[src/sccp_pkg.sv]
// Package for the smart card serial control port: bit positions,
// register map of the Avalon slave, timing figures and carrier structs.
// Assumes a 125 MHz system clock.
`default_nettype none
package sccp_pkg;
   localparam int CLK_MHZ = 125;
   localparam int BYTE_BITS = 8;
   // Status word and command bit positions
   localparam int CARD_PRESENT_BIT = 7;
   localparam int FAULT_FLAG_BIT = 4;
   localparam int SUPPLY_SELECT_BIT0 = 0;
   localparam int SUPPLY_SELECT_BIT1 = 1;
   // Fault to deactivation delay
   localparam int FAULT_DELAY_US = 30;
   localparam int FAULT_DELAY_CYC = FAULT_DELAY_US * CLK_MHZ;
   // Register byte addresses and reset values
   localparam logic [3:0] ADDR_COMMAND = 4'h0;
   localparam logic [3:0] ADDR_STATUS = 4'h4;
   localparam logic [3:0] ADDR_IRQ_STATUS = 4'h8;
   localparam logic [3:0] ADDR_IRQ_MASK = 4'hC;
   localparam logic [7:0] COMMAND_RESET = 8'h00;
   localparam logic [2:0] IRQ_MASK_RESET = 3'h0;
   // Interrupt bit positions
   localparam int IRQ_COMMIT = 0;
   localparam int IRQ_FAULT = 1;
   localparam int IRQ_CARD = 2;
   localparam int IRQ_BITS = 3;

   typedef struct packed {
      logic sclk;
      logic din;
      logic load_strobe_n;
   } sccp_link_in_type;

   typedef struct packed {
      logic deactivating;
      logic shutdown;
      logic [1:0] supply_class;
   } sccp_card_ctl_type;
endpackage
`default_nettype wire

[src/sccp_sync.sv]
// Two flip-flop synchroniser for a group of single-bit inputs.
// Assumes inputs are asynchronous to clock; reset value is all zero.
`default_nettype none
module sccp_sync #(
   parameter int WIDTH = 1
) (
   // Clock and reset
   input wire logic clock,
   input wire logic arst_n,
   // Data
   input wire logic [WIDTH-1:0] async_in,
   output logic [WIDTH-1:0] sync_out
);
   logic [WIDTH-1:0] meta_q;
   logic [WIDTH-1:0] sync_q;

   always_ff @(posedge clock or negedge arst_n) begin
      if (!arst_n) begin
         meta_q <= '0;
         sync_q <= '0;
      end else begin
         meta_q <= async_in;
         sync_q <= meta_q;
      end
   end

   assign sync_out = sync_q;
endmodule
`default_nettype wire

[src/sccp_top.sv]
// Serial control and status port of a smart card interface, device side.
// Assumes the shift clock, data input and load strobe come from a master
// in another clock domain; card-side sense inputs are asynchronous too.
//
// Implementation choices: the address map and the Avalon-MM register port.
`default_nettype none
module sccp_top #(
   parameter int FAULT_DELAY = sccp_pkg::FAULT_DELAY_CYC
) (
   // Clock and reset
   input wire logic clock,
   input wire logic arst_n,
   // Serial link pins
   input wire logic sclk,
   input wire logic din,
   input wire logic load_strobe_n,
   output logic dout,
   // Card side inputs
   input wire logic logic_supply,
   input wire logic card_sense,
   input wire logic fault_sense,
   input wire logic status_aux_6,
   input wire logic status_aux_5,
   input wire logic [3:0] status_low,
   // Card side outputs
   output sccp_pkg::sccp_card_ctl_type card_ctl,
   output logic [7:0] command,
   // Open-drain fault pin
   output logic fault_o,
   output logic fault_oe,
   // Avalon-MM slave
   input wire logic [3:0] avs_address,
   input wire logic avs_read,
   input wire logic avs_write,
   input wire logic [31:0] avs_writedata,
   output logic [31:0] avs_readdata,
   output logic avs_waitrequest,
   // Interrupt
   output logic irq
);
   // ==========================================================
   // Input synchronisers
   // ==========================================================
   localparam int NSYNC = 12;
   logic [NSYNC-1:0] sync_raw;
   logic [NSYNC-1:0] sync_s;
   sccp_pkg::sccp_link_in_type link_s;
   logic supply_s;
   logic card_s;
   logic fault_s;
   logic aux6_s;
   logic aux5_s;
   logic [3:0] low_s;

   assign sync_raw = {sclk, din, load_strobe_n, logic_supply, card_sense,
                      fault_sense, status_aux_6, status_aux_5, status_low};

   sccp_sync #(
      .WIDTH(NSYNC)
   ) u_sync (
      .clock(clock),
      .arst_n(arst_n),
      .async_in(sync_raw),
      .sync_out(sync_s)
   );

   // Link pins sit in the top three bits, in struct order
   assign link_s = sync_s[11:9];
   assign supply_s = sync_s[8];
   assign card_s = sync_s[7];
   assign fault_s = sync_s[6];
   assign aux6_s = sync_s[5];
   assign aux5_s = sync_s[4];
   assign low_s = sync_s[3:0];

   // ==========================================================
   // Edge detection on the link
   // ==========================================================
   sccp_pkg::sccp_link_in_type link_prev_q;
   logic [1:0] prime_q;
   logic primed;
   logic sclk_rise;
   logic sclk_fall;
   logic ld_fall;
   logic ld_rise;

   function automatic logic went_high(input logic now_v, input logic was_v);
      return now_v && !was_v;
   endfunction

   function automatic logic went_low(input logic now_v, input logic was_v);
      return !now_v && was_v;
   endfunction

   always_ff @(posedge clock or negedge arst_n) begin
      if (!arst_n) begin
         link_prev_q <= '{sclk: 1'b1, din: 1'b0, load_strobe_n: 1'b1};
      end else begin
         link_prev_q <= link_s;
      end
   end

   // Synchronisers leave reset at zero, not at the pins' idle levels, so
   // edges are ignored until both stages and the history flop hold real
   // samples; otherwise a false strobe fall would commit a stale command
   always_ff @(posedge clock or negedge arst_n) begin
      if (!arst_n) begin
         prime_q <= 2'b00;
      end else if (prime_q != 2'b11) begin
         prime_q <= prime_q + 2'b01;
      end
   end

   assign primed = (prime_q == 2'b11);

   // Mode 1/0: din is captured on the leading fall, dout moves on the rise
   assign sclk_fall = primed && went_low(link_s.sclk, link_prev_q.sclk);
   assign sclk_rise = primed && went_high(link_s.sclk, link_prev_q.sclk);
   assign ld_fall = primed && went_low(link_s.load_strobe_n, link_prev_q.load_strobe_n);
   assign ld_rise = primed && went_high(link_s.load_strobe_n, link_prev_q.load_strobe_n);

   // ==========================================================
   // Status word assembly
   // ==========================================================
   logic fault_flag_q;
   logic [7:0] status_word;

   assign status_word = {card_s, aux6_s, aux5_s, fault_flag_q, low_s};

   // ==========================================================
   // Shift register
   // ==========================================================
   logic [7:0] shift_q;
   logic [7:0] shift_d;
   logic shift_en;
   logic din_hold_q;

   // Shifting only while the strobe is high; the master never strobes
   // mid-chain, so each device keeps exactly one byte.
   assign shift_en = sclk_rise && link_s.load_strobe_n;
   assign shift_d = ld_rise ? status_word :
                    shift_en ? {shift_q[6:0], din_hold_q} : shift_q;

   always_ff @(posedge clock or negedge arst_n) begin
      if (!arst_n) begin
         shift_q <= 8'h00;
      end else begin
         shift_q <= shift_d;
      end
   end

   // Taken half a shift period before it enters, so a master that moves
   // din on the rising edge never races the shift
   always_ff @(posedge clock or negedge arst_n) begin
      if (!arst_n) begin
         din_hold_q <= 1'b0;
      end else if (sclk_fall && link_s.load_strobe_n) begin
         din_hold_q <= link_s.din;
      end
   end

   // Transparent while strobe low: live card detect for the master
   assign dout = link_s.load_strobe_n ? shift_q[7] : card_s;

   // ==========================================================
   // Command register
   // ==========================================================
   logic [7:0] command_q;
   logic [7:0] command_d;
   logic [7:0] command_live;

   assign command_d = ld_fall ? shift_q : command_q;

   always_ff @(posedge clock or negedge arst_n) begin
      if (!arst_n) begin
         command_q <= sccp_pkg::COMMAND_RESET;
      end else begin
         command_q <= command_d;
      end
   end

   // Bypass so the new command drives outputs in the fall cycle itself
   assign command_live = ld_fall ? shift_q : command_q;
   assign command = command_live;

   // ==========================================================
   // Supply control and deactivation
   // ==========================================================
   logic [1:0] supply_class;
   logic supply_off;
   logic fault_pending_q;
   logic [$clog2(FAULT_DELAY+1)-1:0] fault_cnt_q;
   logic fault_deact_q;
   logic fault_timeout;
   logic power_down_commit;

   // Any class, including a direct change, goes straight through
   assign supply_class = {command_live[sccp_pkg::SUPPLY_SELECT_BIT1],
                          command_live[sccp_pkg::SUPPLY_SELECT_BIT0]};
   assign supply_off = (supply_class == 2'b00);
   assign fault_timeout = fault_pending_q &&
      (fault_cnt_q == ($clog2(FAULT_DELAY+1))'(FAULT_DELAY - 1));

   // Only a committed power-down clears a latched fault
   assign power_down_commit = ld_fall && supply_off;

   always_ff @(posedge clock or negedge arst_n) begin
      if (!arst_n) begin
         fault_pending_q <= 1'b0;
         fault_cnt_q <= '0;
      end else if (fault_s && !fault_pending_q && !fault_deact_q) begin
         fault_pending_q <= 1'b1;
         fault_cnt_q <= '0;
      end else if (fault_timeout) begin
         fault_pending_q <= 1'b0;
         fault_cnt_q <= '0;
      end else if (fault_pending_q) begin
         fault_cnt_q <= fault_cnt_q + 1'b1;
      end
   end

   // Fault flag and deactivation latch until a power-down command
   always_ff @(posedge clock or negedge arst_n) begin
      if (!arst_n) begin
         fault_flag_q <= 1'b0;
         fault_deact_q <= 1'b0;
      end else begin
         if (fault_s) begin
            fault_flag_q <= 1'b1;
         end else if (power_down_commit) begin
            fault_flag_q <= 1'b0;
         end
         if (fault_timeout) begin
            fault_deact_q <= 1'b1;
         end else if (power_down_commit) begin
            fault_deact_q <= 1'b0;
         end
      end
   end

   assign card_ctl.shutdown = !supply_s;
   assign card_ctl.deactivating = !supply_s || supply_off || fault_deact_q;
   assign card_ctl.supply_class = (!supply_s || fault_deact_q) ? 2'b00 : supply_class;

   // Open-drain: enabled (pulling low) exactly while the flag is set
   assign fault_o = 1'b0;
   assign fault_oe = fault_flag_q;

   // ==========================================================
   // Interrupt status and mask
   // ==========================================================
   logic [2:0] irq_status_q;
   logic [2:0] irq_mask_q;
   logic [2:0] irq_event;
   logic card_prev_q;
   logic fault_prev_q;

   always_ff @(posedge clock or negedge arst_n) begin
      if (!arst_n) begin
         card_prev_q <= 1'b0;
         fault_prev_q <= 1'b0;
      end else begin
         card_prev_q <= card_s;
         fault_prev_q <= fault_flag_q;
      end
   end

   assign irq_event[sccp_pkg::IRQ_COMMIT] = ld_fall;
   assign irq_event[sccp_pkg::IRQ_FAULT] = fault_flag_q && !fault_prev_q;
   assign irq_event[sccp_pkg::IRQ_CARD] = primed && (card_s != card_prev_q);

   // ==========================================================
   // Avalon-MM slave
   // ==========================================================
   logic sel_command;
   logic sel_status;
   logic sel_irq_status;
   logic sel_irq_mask;
   logic rd_ack;
   logic [31:0] rd_mux;
   logic [31:0] readdata_q;
   logic rd_done_q;

   assign sel_command = avs_address == sccp_pkg::ADDR_COMMAND;
   assign sel_status = avs_address == sccp_pkg::ADDR_STATUS;
   assign sel_irq_status = avs_address == sccp_pkg::ADDR_IRQ_STATUS;
   assign sel_irq_mask = avs_address == sccp_pkg::ADDR_IRQ_MASK;

   // Reads take one wait cycle so read data come from a flip-flop
   assign avs_waitrequest = avs_read && !rd_done_q;
   assign rd_ack = avs_read && !rd_done_q;

   assign rd_mux = sel_command ? {24'h00_0000, command_q} :
                   sel_status ? {24'h00_0000, status_word} :
                   sel_irq_status ? {29'h000_0000, irq_status_q} :
                   sel_irq_mask ? {29'h000_0000, irq_mask_q} :
                   32'h0000_0000;

   always_ff @(posedge clock or negedge arst_n) begin
      if (!arst_n) begin
         readdata_q <= 32'h0000_0000;
         rd_done_q <= 1'b0;
      end else begin
         rd_done_q <= rd_ack;
         if (rd_ack) begin
            readdata_q <= rd_mux;
         end
      end
   end

   assign avs_readdata = readdata_q;

   // Set beats the read-clear so no event is lost
   always_ff @(posedge clock or negedge arst_n) begin
      if (!arst_n) begin
         irq_status_q <= 3'h0;
         irq_mask_q <= sccp_pkg::IRQ_MASK_RESET;
      end else begin
         irq_status_q <= (rd_ack && sel_irq_status ? 3'h0 : irq_status_q) | irq_event;
         if (avs_write && sel_irq_mask) begin
            irq_mask_q <= avs_writedata[2:0];
         end
      end
   end

   assign irq = |(irq_status_q & irq_mask_q);
endmodule
`default_nettype wire

[config.mk]
export PLATFORM = sky130hd
export DESIGN_NAME = sccp_top
export DESIGN_NICKNAME = d
export VERILOG_FILES = /design/src/sccp_pkg.sv /design/src/sccp_sync.sv /design/src/sccp_top.sv
export SDC_FILE = /design/constraint.sdc
export NUM_CORES = 1
export LEC_CHECK = 0
export BUFFER_PORTS_ARGS = -buffer_cell sky130_fd_sc_hd__buf_2
export CORE_MARGIN = 3
export CORE_UTILIZATION = 51
export CTS_BUF_LIST = sky130_fd_sc_hd__clkbuf_16
export CTS_CLUSTER_DIAMETER = 150
export DETAILED_ROUTE_END_ITERATION = 16
export PLACE_DENSITY = 0.79
export SYNTH_ARGS = -nofsm -noshare
export SYNTH_HDL_FRONTEND = slang
export SYNTH_HIERARCHICAL = 1
export SYNTH_SLANG_ARGS = --single-unit
[constraint.sdc]
create_clock -name clock -period 4.6 [get_ports clock]
set_input_delay 1.38 -clock clock [delete_from_list [all_inputs] [get_ports clock]]
set_output_delay 1.38 -clock clock [all_outputs]
set_load 0.1 [all_outputs]
==> metrics.txt, run 1 <==
CTS H-Tree Depth 3; CTS tree yes; Crit Path Max Fanout 10; DIE AREA about 7500 µm²; Layout area overhead 14.4%; Placer Congestion slightly above 0.8; CTS Hold Buffers Added 0; GRT Total Usage 0.177; post-synthesis sequential area ratio 0.584; Slowest Stage Delay on Critical Path 0.45 ns; critical path required time 3.22 ns; Clock Tree Root clkbuf_16; drt total wl 6070 µm; minimum clock period a little under 4 ns; Post-Layout Inst Area 3780 µm²; Area contributors post-synth dfrtp_1 57%, buf_4 5.7%, mux2_2 4.1%; CTS buffer count 9; Max Cap Viol 0; via count 2,134; FP Rows 28; total core area 6100 µm²; Finish-stage setup viols 0; Slew @ Worst Pin 1.05 ns; Syn. warnings 6; n_diodes 0; most common cell after layout, fill and taps aside dfrtp_1; share of cells above drive strength 1 0.248; Distinct cells, synth 44; CP Capture Type primary output; Cells after Synth 278; Worst path slowest cell mux2i_1; clock buffer depth 2; share of the synthesized area in the top cell type 0.568; Initial DRC Count approximately 120; Total Neg Setup Slack 0 ns; cell area after placement 3480 µm²; Peak VDD IR 0.280 mV; Leakage Power 1.79 nW; dpl cells 389; Hold WC Path Type flop to flop; width of the die 86.5 µm; Hold Vio Cnt, Final 0; total power 2.13 mW; GR Overflow Total 0; arrival time worst endpoint 2.49 ns; CTS Sinks a little under 80; clk slew on worst S/H paths 0.06 ns; RSZ-0062 raised after global routing false; CP delay by family, top multiplexers; number of remaining DRC errors 0; final hold slack 0.346 ns; vias in the first global route 2,083; Worst Skew a little over 0.009 ns; port bufs between 40 and 50; Setup Buffers After CTS 0; Synth async-reset ratio 1.00; Seq cells post-synth 77; Initial Util 0.542; Worst R2R Setup Slack around 2.6 ns; first-pass GRT wire length 10,100 µm; most frequent cells in the layout 75 x dfrtp_1, 45 x buf_2, 25 x conb_1, 21 x nor2_1; I/O Pins 101; CP bufs+invs 1; Antenna Violating Nets Remaining 0; cts repair resizes 0; critical path launch point type flop; largest area contributor in the netlist dfrtp_1; status completed; DP HPWL 4230 µm; Via density 5.27; Nets 380; crit-path cells ha_1 -> nand3b_1 -> mux2i_1 -> a21o_1 -> buf_2; f_max ~260 MHz; Post-Layout Cell Count between 400 and 500; Pwr per Cell Area 565 nW/µm²; number of synthesized flops with an enable pin 0; Final Cycle Share 0.841; antenna violations before repair 0; worst relative slew slack 0.301; CP Class flop to primary output; wire per inst 15.0 µm; Die Y 86.5 µm; pre-CTS WS 0.741 ns; Final Util 0.620; Syn Area/Cell approximately 12 µm²; Syn Std Cell Area 3300 µm²; largest net degree at the start of global routing 78; router iterations before antenna repair 4; most common flop cell mapped by yosys dfrtp_1; Slew Viols, Final 0; post-route setup slack 0.731 ns; worst skew pair latency 0.33 ns
==> layer usage <==
metal / global-route usage / vias to the layer above / share of wire / wire length, µm
met3: 0.0409 / 16 / 0.064 / 386
met4: 0.0977 / 0 / 0.024 / 146
li1: - / 1028 / - / -
met2: 0.272 / 77 / 0.47 / 2830
met5: 0 / - / 0 / 0
met1: 0.234 / 1013 / 0.45 / 2710
==> registers in the layout, indices dropped and copies added (netlist names), 3 cells and up <==
register         count
shift_q              8
u_sync/sync_out     12
command_q            8
u_sync/meta_q       12
irq_mask_q           3
avs_readdata         8
irq_status_q         3
fault_cnt_q         12
==> power by group <==
group	internal (mW)	switching, mW
clock	0.418	0.260
sequential	0.768	0.0985
combinational	0.115	0.472
total	1.30	0.831
==> path summary, 6_finish.rpt <==
| kind | from | to | cells past startpoint |
|---|---|---|---|
| max in group asynchronous | arst_n | u_sync/sync_out[8] | 1 |
| worst max-delay path | prime_q[0] | card_ctl[3] | 5 |
| worst min-delay path | u_sync/meta_q[11] | u_sync/sync_out[11] | 0 |
| min in group asynchronous | arst_n | fault_cnt_q[7] | 1 |
| worst max register to register | prime_q[0] | fault_deact_q | 4 |
| worst min register to register | u_sync/meta_q[11] | u_sync/sync_out[11] | 0 |
==> Yosys cell counts, types with 3 or more instances <==
master	count
nand4b_1	5
inv_1	11
a21oi_1	19
buf_2	6
ha_1	3
nand2_1	19
nor2_1	21
mux2_2	12
o21ai_0	10
nand3_1	11
dfrtp_1	75
and2_1	3
buf_4	25
mux4_2	3
a221oi_1	5
mux2i_1	12
==> area by class of cell <==
cell class	count	area, µm²
Clock buffer	9	225
Timing Repair Buffer	46	233
Fill cell	505	2320
Sequential cell	77	1930
Multi-Input combinational cell	179	1180
Inverter	12	45.0
Clock inverter	7	70.1
Tap cell	75	93.8
==> cell families (layout without fill, tap and decap cells) <==
logic type,count (synthesis),after routing,synth area share
mux,27,27,0.0978
buf+inv,46,74,0.0853
xor+xnor,2,2,0.00531
simple gates,79,79,0.129
fa+ha+maj,3,3,0.0114
compound gates,43,43,0.0860
flops,77,77,0.584
other cells,1,25,0.00114
Power figures use the tool's default switching activity.
==> run 2, diff against run 1 <==
Clock period 4.6 ns to 3.7 ns, I/O delays scaled along.
==> run 2 against run 1 <==
Combinational power rose by 25%. Clock-buffer cell count did not move. Critical path depth did not move. Sequential power rose by 24%. Setup slack got worse by 0.37 ns. Largest cell class unchanged. Core utilization rose by 0.33 points. Design area rose by 0.53%. Cell count rose by 0.49%.
==> metrics.txt, run 2 (synthesis results as in run 1) <==
status completed; via count 2,110 (-1.1%); Final Util 0.623 (+0.00328); Clock Tree Root clkbuf_16; critical path launch point type flop; CP Capture Type primary output; CTS Hold Buffers Added 0 (unchanged); GR Overflow Total 0 (unchanged); worst skew pair latency 0.33 ns (about the same); vias in the first global route 2,003 (-3.8%); DP HPWL 4230 µm (about the same); critical path required time 2.59 ns (-0.63 ns); Worst Min Path Start u_sync/meta_q[5]; reg2reg path depth 5 (+1); drt total wl 5870 µm (-3.3%); clk slew on worst S/H paths 0.06 ns (about the same); Max Cap Viol 0 (unchanged); Worst R2R End fault_deact_q; cts repair resizes 0 (unchanged); Hold Vio Cnt, Final 0 (unchanged); Post-Layout Inst Area 3800 µm² (+0.53%); Slew @ Worst Pin 1.03 ns (-0.0213 ns); Via density 5.18 (-1.6%); Slew Viols, Final 0 (unchanged); router iterations before antenna repair 7 (+3); Worst path slowest cell dfrtp_1; Hold WC Path Type flop to flop; wire per inst 14.4 µm (-3.8%); most common cell after layout, fill and taps aside dfrtp_1; antenna violations before repair 0 (unchanged); arrival time worst endpoint 2.23 ns (-0.26 ns); I/O Pins 101 (unchanged); n_diodes 0 (unchanged); FF+latch area 1930 µm² (unchanged); most frequent cells in the layout 75 x dfrtp_1, 45 x buf_2, 25 x conb_1, 21 x nor2_1; Initial DRC Count 141 (+16%); first-pass GRT wire length 9560 µm (-5.1%); post-route setup slack 0.358 ns (-0.373 ns); Antenna Violating Nets Remaining 0 (unchanged); clock buffer depth 2 (unchanged); Slowest Stage Delay on Critical Path 0.41 ns (-0.04 ns); Initial Util 0.542 (unchanged); Placer Congestion 0.836 (+3.6%); Worst Skew 0.0100 ns (+0.000880 ns); Peak VDD IR 0.337 mV (+20%); total core area 6100 µm² (unchanged); CTS tree yes; fill count 458 (-9.3%); dpl cells 391 (+0.51%); Leakage Power 1.80 nW (+0.78%); Layout area overhead 15.0%; FP Rows 28 (unchanged); CTS buffer count 9 (unchanged); Finish-stage setup viols 0 (unchanged); FF-to-FF Start prime_q[0]; f_max 299 MHz; Final Cycle Share 0.903; DIE AREA 7480 µm² (unchanged); endpoint with the worst hold slack u_sync/sync_out[5]; CTS H-Tree Depth 3 (unchanged); Die Y 86.5 µm (unchanged); Post-Layout Cell Count 407 (+0.49%); Crit Path Max Fanout 7 (-3); GRT Total Usage 0.169 (-0.00854); CP Class flop to primary output; cell area after placement 3500 µm² (+0.43%); RSZ-0062 raised after global routing false; crit-path cells ha_1 -> nand3b_1 -> mux2i_1 -> a21o_1 -> buf_2; share of cells above drive strength 1 0.256 (+0.00754); port bufs 46 (unchanged); Setup Buffers After CTS 0 (unchanged); number of remaining DRC errors 0 (unchanged); largest net degree at the start of global routing 78 (unchanged); width of the die 86.5 µm (unchanged); minimum clock period 3.34 ns; Worst R2R Setup Slack 1.83 ns (-0.81 ns); CTS Sinks 77 (unchanged); Pwr per Cell Area 701 nW/µm² (+24%); Total Neg Setup Slack 0 ns (unchanged); pre-CTS WS 0.678 ns (-0.0632 ns); Nets 382 (+0.53%); multi-input logic area 1180 µm² (unchanged); WHS Path Cells 0 (unchanged); worst relative slew slack 0.315 (+0.0142)
## run 2: cell count changes in the layout (fill, tap and decap cells not counted), sizes merged
cell / delta
buf: +2
clkinv: +1
clkinvlp: -1
## run 2: where the power goes
group	internal [mW]	switching [mW]	leakage (nW)
Combinational	0.145	0.588	0.766
Clock	0.526	0.336	0.149
Sequential	0.954	0.114	0.890
Total	1.63	1.04	1.80
## run 2: worst max path at each step
stage                     startpoint         endpoint  slack (ns)  depth (start not counted)
after floorplan           prime_q[0]      card_ctl[0]        0.20                          6
after global placement      avs_read  avs_waitrequest        0.68                          4
after detailed placement    avs_read  avs_waitrequest        0.68                          4
after CTS                 prime_q[0]      card_ctl[3]        0.31                          5
after global routing      prime_q[0]      card_ctl[3]        0.18                          5
final                     prime_q[0]      card_ctl[3]        0.36                          5
## run 2: layout make-up
type	count	area share
well taps	75	0.0247
clock inverters	7	0.0198
flip-flops and latches	77	0.508
multi-input cells	179	0.311
clock buffers	9	0.0593
repair buffers	48	0.0652
inverters	12	0.0119
## run 2: routing by layer
layer  up-vias  GRT usage  share of wire
met5         -          0              0
met4         0     0.0836          0.018
met3         8     0.0380          0.059
met2        63      0.256           0.48
met1      1013      0.231           0.44
li1       1026          -              -
## run 2: per-stage QoR
step	hold slack, ns	power (mW)
after global routing	0.350	2.78
after detailed placement	0.335	1.82
after floorplan	0.331	1.71
after global placement	0.332	1.80
after CTS	0.348	2.69
final	0.345	2.66
## run 2: critical path: cells and delay by family, from the launching register on
| kind | cells | cell delay (ns) |
|---|---|---|
| and+or+nand+nor | 1 | 0.22 |
| buffers and inverters | 1 | 0.41 |
| DFF | 1 | 0.41 |
| muxes | 1 | 0.37 |
| AOI/OAI and AO/OA | 1 | 0.15 |
| adders and majority gates | 1 | 0.33 |
==> run 3, diff against run 2 <==
Clock period 3.7 ns to 3.4 ns, I/O delays scaled along.
==> run 3 against run 2 <==
Cell count stayed put. Sequential power is 9% higher. Core utilization is 0.082 points higher. Highest routed layer unchanged. Critical endpoint is now command[2]. Via count is 1.2% higher. Non-clock buffer count stayed put.
==> metrics.txt, run 3 (synthesis results as in run 1) <==
Initial DRC Count 153 (+8.5%); vias in the first global route 1,986 (-0.85%); FP Rows 28 (unchanged); DIE AREA 7480 µm² (unchanged); CTS H-Tree Depth 3 (unchanged); met3 global-route usage 0.0656 (+0.0276); Peak VDD IR 0.573 mV (+70%); Nets 382 (unchanged); Hold WC Path Type flop to flop; Hold Vio Cnt, Final 0 (unchanged); Post-Layout Inst Area 3800 µm² (+0.13%); Clock Tree Root clkbuf_16; CTS tree yes; met2 Use GR 0.260 (+0.00417); worst skew pair latency 0.33 ns (about the same); largest net degree at the start of global routing 78 (unchanged); status completed; first-pass GRT wire length 9670 µm (+1.2%); Initial Util 0.542 (unchanged); final hold slack 0.347 ns (+0.00145 ns); total core area 6100 µm² (unchanged); number of remaining DRC errors 0 (unchanged); Flop pwr share 0.404 (+0.003); worst relative slew slack 0.328 (+0.0131); Slew Viols, Final 0 (unchanged); CP Class flop to primary output; DP HPWL 4050 µm (-4.2%); via count 2,135 (+1.2%); minimum clock period 3.21 ns; GR Overflow Total 0 (unchanged); drt total wl 5830 µm (-0.72%); port bufs 46 (unchanged); Max Cap Viol 0 (unchanged); CTS Sinks 77 (unchanged); GRT busiest layer met2; critical path required time 2.38 ns (-0.21 ns); clock buffer depth 2 (unchanged); Crit Path Max Fanout 8 (+1); critical path launch point type flop; router iterations before antenna repair 4 (-3); arrival time worst endpoint 2.19 ns (-0.04 ns); CP Capture Type primary output; GRT Total Usage 0.171 (+0.00214); I/O Pins 101 (unchanged); Pwr per Cell Area 761 nW/µm² (+8.4%); grt met1 use 0.225 (-0.00530); Net Sw Frac 0.389 (-0.000851); clock share of power 0.322 (-0.002); Slew @ Worst Pin 1.01 ns (-0.0197 ns); cell area after placement 3500 µm² (about the same); Via density 5.25 (+1.2%); share of cells above drive strength 1 0.259 (+0.00301); antenna violations before repair 0 (unchanged); Final Cycle Share 0.943; clk slew on worst S/H paths 0.06 ns (about the same); Total Neg Setup Slack 0 ns (unchanged); width of the die 86.5 µm (unchanged); combinational power share 0.274 (about the same); Die Y 86.5 µm (unchanged); FF+latch area 1930 µm² (unchanged); Leakage Power 1.80 nW (-0.26%); fill count 479 (+4.6%); RSZ-0062 raised after global routing false; most common cell after layout, fill and taps aside dfrtp_1; Switching Power 1.12 mW (+8.3%); f_max 312 MHz; Worst Skew 0.00325 ns (-0.00679 ns); Finish-stage setup viols 0 (unchanged); P_int 1.77 mW (+8.7%); Antenna Violating Nets Remaining 0 (unchanged); multi-input logic area 1180 µm² (+0.21%); Layout area overhead 15.2%; CTS buffer count 9 (unchanged); n_diodes 0 (unchanged); Placer Congestion 0.817 (-2.3%); most frequent cells in the layout 75 x dfrtp_1, 44 x buf_2, 25 x conb_1, 20 x nor2_1; wire per inst 14.3 µm (-0.72%)
==> run 3: cell types whose count changed in the layout (fill, tap and decap cells not counted), sizes merged <==
cell and change:
buf -1, clkbuf +1, inv -1, clkinvlp +1
==> run 3: area by class of cell <==
class                           instances  share of cell area
Clock buffer                            9              0.0592
Clock inverter                          7              0.0197
Inverter                               12              0.0118
Multi-Input combinational cell        179               0.311
Sequential cell                        77               0.507
Tap cell                               75              0.0247
Timing Repair Buffer                   48              0.0658
==> run 3: power groups by stage <==
stage | clock (mW) | sequential (mW) | combinational, mW
after floorplan | 0 | 1.22 | 0.644
after global placement | 0 | 1.17 | 0.784
after detailed placement | 0 | 1.18 | 0.795
after CTS | 0.951 | 1.17 | 0.799
after global routing | 1.00 | 1.19 | 0.843
final | 0.930 | 1.17 | 0.793
==> run 3: worst max-delay path, stage by stage, from the launching register on <==
cell and delay [ns]:
dfrtp_1 0.37, ha_1 0.35, nand3b_1 0.23, buf_4 0.23, mux2_2 0.24, buf_2 0.42
==> run 3: stage by stage <==
| step | power, mW | util | worst slack [ns] | instances |
|---|---|---|---|---|
| after floorplan | 1.87 | - | 0.00864 | 302 |
| after global placement | 1.96 | 0.574 | 0.531 | 391 |
| after detailed placement | 1.98 | 0.574 | 0.508 | 391 |
| after CTS | 2.92 | 0.623 | 0.132 | 407 |
| after global routing | 3.03 | 0.624 | 0.0760 | 407 |
| final | 2.89 | 0.624 | 0.194 | 407 |
==> run 3: final timing paths <==
path                       cells past startpoint  slack [ns]        startpoint                  to
setup / recovery                               5        0.19        prime_q[0]          command[2]
hold / removal                                 0        0.35  u_sync/meta_q[5]  u_sync/sync_out[5]
setup reg to reg                               6        1.55    fault_cnt_q[1]      fault_cnt_q[5]
hold reg to reg                                0        0.35  u_sync/meta_q[5]  u_sync/sync_out[5]
max in group asynchronous                      1        2.00            arst_n          shift_q[3]
min in group asynchronous                      1        0.83            arst_n        command_q[0]
==> run 3: metal layers <==
metal  vias up  part of all wire
met2        80              0.47
met5         -                 0
met1      1019              0.43
li1       1028                 -
met3         8             0.073
met4         0             0.018
==> run 3: repair_timing <==
item,CTS,global route
resized for setup,0,1
hold buffers,0,0
buffers inserted,0,0
hold endpoints to repair,0,0
endpoints found under the setup margin,0,1
